--- config.mk ---
export PLATFORM = sky130hd
export DESIGN_NAME = memclk_ctrl
export DESIGN_NICKNAME = d
export VERILOG_FILES = /design/src/rtl/memclk_pkg.sv /design/src/rtl/memclk_ctrl.sv
export SDC_FILE = /design/constraint.sdc
export NUM_CORES = 1
export LEC_CHECK = 0
export ABC_AREA = 1
export BUFFER_PORTS_ARGS = -buffer_cell sky130_fd_sc_hd__buf_2
export CAP_MARGIN = 15
export CORE_MARGIN = 1.5
export CORE_UTILIZATION = 41
export CTS_BUF_LIST = sky130_fd_sc_hd__clkbuf_8 sky130_fd_sc_hd__clkbuf_16
export CTS_CLUSTER_SIZE = 14
export DETAILED_ROUTE_END_ITERATION = 10
export HOLD_SLACK_MARGIN = 0.05
export PLACE_DENSITY = 0.85
export SETUP_SLACK_MARGIN = 0.05
export SYNTH_ARGS = -nofsm -noshare
export SYNTH_HDL_FRONTEND = slang
export SYNTH_SLANG_ARGS = --single-unit
--- constraint.sdc ---
create_clock -name CLK -period 1.2 [get_ports CLK]
set_input_delay 0.12 -clock CLK [delete_from_list [all_inputs] [get_ports CLK]]
set_output_delay 0.12 -clock CLK [all_outputs]
set_load 0.02 [all_outputs]
--- src/rtl/memclk_pkg.sv ---
// package: register map, field layout and modes of the memory clock output control
package memclk_pkg;
  // register byte offsets
  localparam logic [7:0] CTRL_FIRST_OFFS = 8'h00;
  localparam logic [7:0] CTRL_SECOND_OFFS = 8'h04;
  localparam logic [7:0] STATUS_OFFS = 8'h08;
  // first global control fields
  localparam int FIRST_FLOAT_BIT = 0;
  localparam int FIRST_HOLD_FLOAT_BIT = 1;
  // second global control fields
  localparam int SECOND_MODE_LSB = 0;
  localparam int SECOND_HOLD_FLOAT_BIT = 3;
  // status fields
  localparam int STAT_STRAP_BIT = 0;
  localparam int STAT_SELECT_BIT = 1;
  localparam int STAT_HOLD_BIT = 2;
  localparam int STAT_OFF_BIT = 3;
  localparam int STAT_FIRST_OE_N_BIT = 4;
  localparam int STAT_SECOND_OE_N_BIT = 5;
  // reset values of control fields
  localparam logic RST_FIRST_FLOAT = 1'b0;
  localparam logic RST_HOLD_FLOAT = 1'b0;
  // second output modes
  typedef enum logic [2:0]
  {
    MODE_DIV1 = 3'b000,
    MODE_DIV2 = 3'b001,
    MODE_DIV4 = 3'b010,
    MODE_LOW = 3'b011,
    MODE_FLOAT = 3'b100
  } second_mode_e;
  localparam second_mode_e RST_SECOND_MODE = MODE_DIV4;
  // one output pin: level and active low enable
  typedef struct packed
  {
    logic level;
    logic oe_n;
  } pin_s;
endpackage : memclk_pkg

--- src/rtl/memclk_ctrl.sv ---
// memory clock source selection and two clock output pins with wishbone control
//
// Functional notes
// - select low uses internal clock, high external
// - first output carries clock, control may float
// - first output floats while reset held low
// - after reset first output follows strap/select
// - second output divides by 1, 2 or 4
// - second output can hold low or float
// - during reset second output runs divided by four
// - after reset second output low or quarter rate
// - hold mode floats output when float bit set
// - out of reset, off mode floats both outputs
// - strap latched at reset release
//
// operating notes
// - both clock sources are sampled as data on CLK, so each must
//   stay below half the CLK rate or edges get lost
// - pin edges land on CLK edges, so every pin clock carries up to
//   one CLK period of jitter against its source
// - the first pin follows the source one CLK edge late: only the
//   pin register, the edge detector is not in its path
// - the source select is read all the time; there is no glitch-free
//   switch, so moving it while the interface runs can leave a runt
//   pulse on either pin and a skipped count in the divider
// - the divider counts rising source edges and is never reset, so
//   the second pin keeps toggling at a quarter rate through reset
// - the divider starts from zero at power up only; a mid-run reset
//   keeps its phase, which the far side cannot tell apart anyway
// - the strap is taken on the first CLK edge after reset release;
//   a strap that moves later is shown nowhere, not even in the status word
// - the first float bit and the second mode are loaded once from strap and select at
//   release; a bus write in that very cycle is dropped on purpose so
//   the boot behaviour always wins
// - off mode and the hold float bits act on the enables only, the
//   pin levels keep running behind them so nothing jumps on return
// - out of reset, off mode beats every other setting, then hold float,
//   then the reset behaviour, then the control registers
// - hold acknowledge is the request delayed by two edges; the
//   external host must keep the request up until it sees the answer
// - the bus answers every request one cycle after it is taken;
//   unmapped addresses read zero and drop writes, and writes need
//   byte lane zero since all fields sit in the low byte
// - read data and ack stand for one cycle only; the master takes the
//   data at the edge at which it sees ack high
// - status shows the enables as they stand on the pins, so a read
//   lags a control write by two cycles at most
//
// Added by the designer: the register offsets and register access over Wishbone.
`timescale 1ns/10ps
module memclk_ctrl
  import memclk_pkg::*;
(
  input wire logic CLK,
  input wire logic RESETN,
  input wire logic INTERNAL_SYSTEM_CLOCK_THREE,
  input wire logic EXT_MEM_CLOCK_INPUT,
  input wire logic MEM_CLOCK_SOURCE_SELECT,
  input wire logic BOOT_CONFIG_STRAP,
  input wire logic HOLD_REQUEST,
  input wire logic TEST_RESET,
  input wire logic EMULATION_PIN_ZERO,
  input wire logic EMULATION_ONE_OFF_PIN,
  input wire logic [7:0] WB_ADR_I,
  input wire logic [31:0] WB_DAT_I,
  input wire logic [3:0] WB_SEL_I,
  input wire logic WB_WE_I,
  input wire logic WB_CYC_I,
  input wire logic WB_STB_I,
  output logic [31:0] WB_DAT_O,
  output logic WB_ACK_O,
  output logic MEM_CLOCK_OUT_FIRST,
  output logic MEM_CLOCK_OUT_FIRST_OE_N,
  output logic MEM_CLOCK_OUT_SECOND,
  output logic MEM_CLOCK_OUT_SECOND_OE_N,
  output logic BUS_HOLD_ACKNOWLEDGE
);

  logic strap_r;
  logic first_float_r;
  logic first_hold_float_r;
  second_mode_e second_mode_r;
  logic second_hold_float_r;
  // the divider has no reset so it keeps running in reset; zero start only
  logic [1:0] div_cnt_r = 2'h0;
  logic src_clk;
  logic src_prev_r = 1'b0;
  logic src_rise;
  logic div2_r = 1'b0;
  logic div4_r = 1'b0;
  logic hold_r;
  logic off_mode;
  logic req;
  logic wr_en;
  pin_s first_nxt;
  pin_s second_nxt;
  logic [31:0] rd_nxt;

  // source mux, sampled as a plain input
  assign src_clk = MEM_CLOCK_SOURCE_SELECT ? EXT_MEM_CLOCK_INPUT : INTERNAL_SYSTEM_CLOCK_THREE;
  assign src_rise = src_clk & ~src_prev_r;
  assign off_mode = ~TEST_RESET & EMULATION_PIN_ZERO & ~EMULATION_ONE_OFF_PIN;
  assign req = WB_CYC_I & WB_STB_I & ~WB_ACK_O;
  assign wr_en = req & WB_WE_I & WB_SEL_I[0];

  // strap caught on the first clock after reset release
  always_ff @(posedge CLK or negedge RESETN)
  begin
    if (!RESETN)
      strap_r <= 1'b0;
    else if (!strap_taken_r)
      strap_r <= BOOT_CONFIG_STRAP;
  end

  // strap capture window: one shot after release
  logic strap_taken_r;
  always_ff @(posedge CLK or negedge RESETN)
  begin
    if (!RESETN)
      strap_taken_r <= 1'b0;
    else
      strap_taken_r <= 1'b1;
  end

  // edge detector and divider on the selected source, left running in reset
  always_ff @(posedge CLK)
  begin
    src_prev_r <= src_clk;
    if (src_rise)
      div_cnt_r <= div_cnt_r + 2'h1;
  end

  // divided clocks keep running in reset, since the second pin toggles then
  always_ff @(posedge CLK)
  begin
    div2_r <= div_cnt_r[0];
    div4_r <= div_cnt_r[1];
  end

  // hold handshake answers the external host
  always_ff @(posedge CLK or negedge RESETN)
  begin
    if (!RESETN)
      hold_r <= 1'b0;
    else
      hold_r <= HOLD_REQUEST & strap_taken_r;
  end

  // control registers and their post-reset values from strap and select
  always_ff @(posedge CLK or negedge RESETN)
  begin
    if (!RESETN)
    begin
      first_float_r <= RST_FIRST_FLOAT;
      first_hold_float_r <= RST_HOLD_FLOAT;
      second_mode_r <= RST_SECOND_MODE;
      second_hold_float_r <= RST_HOLD_FLOAT;
    end
    else if (!strap_taken_r)
    begin
      // first clock after release: pick the boot behaviour
      first_float_r <= ~BOOT_CONFIG_STRAP & ~MEM_CLOCK_SOURCE_SELECT;
      second_mode_r <= (~BOOT_CONFIG_STRAP & ~MEM_CLOCK_SOURCE_SELECT) ? MODE_LOW : MODE_DIV4;
    end
    else if (wr_en && WB_ADR_I == CTRL_FIRST_OFFS)
    begin
      first_float_r <= WB_DAT_I[FIRST_FLOAT_BIT];
      first_hold_float_r <= WB_DAT_I[FIRST_HOLD_FLOAT_BIT];
    end
    else if (wr_en && WB_ADR_I == CTRL_SECOND_OFFS)
    begin
      case (WB_DAT_I[SECOND_MODE_LSB +: 3])
        3'b000: second_mode_r <= MODE_DIV1;
        3'b001: second_mode_r <= MODE_DIV2;
        3'b010: second_mode_r <= MODE_DIV4;
        3'b011: second_mode_r <= MODE_LOW;
        default: second_mode_r <= MODE_FLOAT;
      endcase
      second_hold_float_r <= WB_DAT_I[SECOND_HOLD_FLOAT_BIT];
    end
  end

  // pin next values
  always_comb
  begin
    first_nxt.level = src_clk;
    first_nxt.oe_n = first_float_r | ~strap_taken_r;
    if (hold_r && first_hold_float_r)
      first_nxt.oe_n = 1'b1;
    if (off_mode)
      first_nxt.oe_n = 1'b1;
    second_nxt.oe_n = 1'b0;
    case (second_mode_r)
      MODE_DIV1: second_nxt.level = src_clk;
      MODE_DIV2: second_nxt.level = div2_r;
      MODE_DIV4: second_nxt.level = div4_r;
      MODE_LOW: second_nxt.level = 1'b0;
      MODE_FLOAT:
      begin
        second_nxt.level = 1'b0;
        second_nxt.oe_n = 1'b1;
      end
      default: second_nxt.level = 1'b0;
    endcase
    if (!strap_taken_r)
    begin
      second_nxt.level = div4_r;
      second_nxt.oe_n = 1'b0;
    end
    if (hold_r && second_hold_float_r)
      second_nxt.oe_n = 1'b1;
    if (off_mode)
      second_nxt.oe_n = 1'b1;
  end

  // read mux
  always_comb
  begin
    rd_nxt = 32'h0;
    case (WB_ADR_I)
      CTRL_FIRST_OFFS:
      begin
        rd_nxt[FIRST_FLOAT_BIT] = first_float_r;
        rd_nxt[FIRST_HOLD_FLOAT_BIT] = first_hold_float_r;
      end
      CTRL_SECOND_OFFS:
      begin
        rd_nxt[SECOND_MODE_LSB +: 3] = second_mode_r;
        rd_nxt[SECOND_HOLD_FLOAT_BIT] = second_hold_float_r;
      end
      STATUS_OFFS:
      begin
        rd_nxt[STAT_STRAP_BIT] = strap_r;
        rd_nxt[STAT_SELECT_BIT] = MEM_CLOCK_SOURCE_SELECT;
        rd_nxt[STAT_HOLD_BIT] = hold_r;
        rd_nxt[STAT_OFF_BIT] = off_mode;
        rd_nxt[STAT_FIRST_OE_N_BIT] = MEM_CLOCK_OUT_FIRST_OE_N;
        rd_nxt[STAT_SECOND_OE_N_BIT] = MEM_CLOCK_OUT_SECOND_OE_N;
      end
      default: rd_nxt = 32'h0;
    endcase
  end

  // wishbone slave: one-cycle ack, unmapped reads zero, writes ignored
  always_ff @(posedge CLK or negedge RESETN)
  begin
    if (!RESETN)
    begin
      WB_ACK_O <= 1'b0;
      WB_DAT_O <= 32'h0;
    end
    else
    begin
      WB_ACK_O <= req;
      WB_DAT_O <= req ? rd_nxt : 32'h0;
    end
  end

  // registered pins; first floats and second runs divided during reset
  always_ff @(posedge CLK or negedge RESETN)
  begin
    if (!RESETN)
    begin
      MEM_CLOCK_OUT_FIRST <= 1'b0;
      MEM_CLOCK_OUT_FIRST_OE_N <= 1'b1;
      MEM_CLOCK_OUT_SECOND_OE_N <= 1'b0;
      BUS_HOLD_ACKNOWLEDGE <= 1'b0;
    end
    else
    begin
      MEM_CLOCK_OUT_FIRST <= first_nxt.level;
      MEM_CLOCK_OUT_FIRST_OE_N <= first_nxt.oe_n;
      MEM_CLOCK_OUT_SECOND_OE_N <= second_nxt.oe_n;
      BUS_HOLD_ACKNOWLEDGE <= hold_r;
    end
  end

  // second clock level is not reset so it keeps toggling in reset
  always_ff @(posedge CLK)
  begin
    MEM_CLOCK_OUT_SECOND <= RESETN ? second_nxt.level : div4_r;
  end

endmodule : memclk_ctrl

==> results.py <==
metrics = {
    "global_route": {
        "first_global_vias": 940,
        "grt_util_all_layers": 0.141,
        "grt_pass1_wl_microns": 3890,
        "grt_max_degree": 21,
        "antenna_found_initial": 0,
        "globalRoute.totalOverflow": 0,
    },
    "synthesis": {
        "yosysSeqAreaShare": 0.456,
        "netlist_area_sq_um": 1410,
        "ys_types": 26,
        "ys_ff_latch": 26,
        "ys.warnings.count": 0,
        "syn_inst": 165,
        "syn_area_per_cell_sq_um": 8.55,
    },
    "finish": {
        "layout_common_cells": "37 x buf_2, 34 x nand2_1, 27 x conb_1, 18 x dfrtp_1, 18 x inv_1",
        "nets": 267,
        "syn2layout_area_growth_pct": 17.9,
        "fin_util": 0.502,
        "antenna_cells": 0,
        "top_register": "WB_DAT_O",
        "top_regs": "WB_DAT_O (6), second_mode_r (3), div_cnt_r (2)",
        "drive_gt1_frac": 0.306,
        "fillers": 337,
        "mostFrequentLayoutCell": "buf_2",
        "largest_reg_flops": 6,
    },
    "cts": {
        "cts.clk_slew.worst_paths_ps": 90,
        "clkSinkCount": 26,
        "cts_tree": "built",
        "cts_buffer_depth": 2,
        "cts_made_buffers": 3,
        "clockRootBuffer": "clkbuf_8",
        "clkLatencyLatePin_ps": 270,
        "cts_max_level": 1,
        "post-cts-setup-buffer-count": 0,
    },
    "drt": {
        "vias": 1084,
        "drt-total-wl_microns": 2410,
        "avgRoutedWirePerCell_microns": 9.44,
        "via_per_inst": 4.25,
        "drt_pass1_iterations": 4,
        "drt_iter0_markers": 19,
        "ant_nets": 0,
        "drc": 0,
    },
    "worst_setup_path": {
        "crit_fanout": 5,
        "startpoint_type": "flop",
        "cp_top_family": "simple AND/OR/NAND/NOR gates",
        "worst_path_largest_cell_delay_ps": 400,
        "crit_type": "flop to flop",
        "crit_arrival_ps": 1270,
        "end_kind": "flop",
        "path_buf_inv": 0,
        "worst_path_max_delay_cell": "dfrtp_1",
        "required_ps": 1360,
        "crit_path_cell_trace": "nand3b_4 > nor2_4 > nand3_1 > nand2_1 > o21ai_1",
    },
    "timing": {
        "drv_slew": 0,
        "timing.hold.ws_ps": 79.0,
        "finClkSkew_ps": 4.31,
        "timing.fmax_mhz": 899,
        "finalHoldViolations": 0,
        "period_minus_slack_ps": 1110,
        "setup_violations": 0,
        "tns_ps": 0,
        "min_period_over_period": 0.927,
        "grt_setup_unrepaired": "true",
    },
    "pwr": {
        "pwr-share-clk": 0.360,
        "p_per_area_nw_per_um2": 1180,
        "ir_drop_uv": 769,
        "power.leakage_nw": 0.902,
        "p_sw_frac": 0.249,
        "power.internal_mw": 1.47,
        "seqPwrFrac": 0.488,
        "p_comb_frac": 0.152,
        "power.switching_mw": 0.487,
        "fin_total_pwr_mw": 1.95,
    },
    "placement": {
        "portBuffers": 37,
        "place.gp.congestion": 0.809,
        "hpwlAfterDp_microns": 1940,
    },
    "die": {
        "core_region_area_sq_um": 3310,
        "row_count": 21,
        "die_y_microns": 61.6,
        "die_area_sq_um": 3800,
        "boundaryPins": 95,
        "initial_core_util": 0.426,
        "die_width_microns": 61.6,
    },
    "status": {
        "status": "completed",
    },
    "worst_hold_path": {
        "hp-class": "input pin to flop",
    },
    "flow_run": {
        "drv_cap": 0,
    },
}
-- path summary, 6_finish.rpt --
path	from	endpoint	slack, ps	cells past startpoint
max	WB_ACK_O$_DFF_PN0_	first_hold_float_r$_DFFE_PN0P_	90	5
min	WB_DAT_I[3]	second_hold_float_r$_DFFE_PN0P_	80	3
max reg2reg	WB_ACK_O$_DFF_PN0_	first_hold_float_r$_DFFE_PN0P_	90	5
min reg2reg	div_cnt_r[1]$_DFFE_PP_	div4_r$_DFF_P_	410	0
max in group asynchronous	RESETN	MEM_CLOCK_OUT_FIRST_OE_N$_DFF_PN1_	560	3
min in group asynchronous	RESETN	second_hold_float_r$_DFFE_PN0P_	380	3
-- what timing repair did --
action	in CTS	in global routing
hold buffers	2	0
endpoints found under the setup margin	0	5
resized for setup	0	1
hold endpoints to repair	19	0
-- worst register-to-register path, cell delays in order, from the launching register on --
cell and delay [ps]:
dfrtp_1 400, nand3b_4 190, nor2_4 170, nand3_1 120, nand2_1 70, o21ai_1 60
-- power by group through the flow --
| stage | clock network [mW] | logic [mW] | registers, mW |
|---|---|---|---|
| 5_1_grt | 0.768 | 0.337 | 0.960 |
| 3_5_place_dp | 0 | 0.292 | 0.972 |
| 4_1_cts | 0.722 | 0.298 | 0.955 |
| 2_1_floorplan | 0 | 0.236 | 0.986 |
| 6_report | 0.703 | 0.297 | 0.954 |
| 3_3_place_gp | 0 | 0.287 | 0.970 |
-- synth_stat cells (all sizes together) --
master	count	area (sq um)
o21ai	5	25.0
dfrtp	18	450
a211oi	1	7.51
nand2	39	164
and2	1	6.26
edfxtp	2	60.1
nor2	20	128
dfstp	2	52.6
a21oi	2	10.0
inv	19	71.3
o2111ai	1	8.76
buf	27	203
nor3	1	5.00
nand4	2	12.5
dfxtp	4	80.1
xor2	1	8.76
nand3b	1	20.0
conb	2	7.51
nand3	17	90.1
-- layer usage --
layer  track usage  up-vias  wire length [microns]
li1              -      549                      -
met1         0.168      496                   1020
met2         0.242       39                   1230
met3        0.0504        0                    151
met4        0.0365        0                      0
met5             0        -                      0
-- final cells by class --
cell class,instances,area (sq um),share of cell area
Sequential cell,26,643,0.387
Tap cell,46,57.6,0.0346
Multi-Input combinational cell,118,592,0.356
Inverter,19,71.3,0.0429
Timing Repair Buffer,42,228,0.137
Clock buffer,3,41.3,0.0248
Clock inverter,1,30.0,0.0181
-- logic make-up after synthesis --
| family | share of synthesized area |
|---|---|
| AOI/OAI and AO/OA | 0.0364 |
| xor gates and xnor gates | 0.00621 |
| DFF | 0.456 |
| buffers and inverters | 0.194 |
| and+or+nand+nor | 0.302 |
| other | 0.00533 |
-- metrics by stage --
step	instances	worst slack [ps]	area (sq um)
global placement	249	125	1570
detailed placement	249	100	1570
floorplan	190	84.9	1500
CTS	255	95.7	1660
global route	255	11.3	1660
finish	255	87.1	1660
No activity file was read; power rests on OpenSTA's default activity.
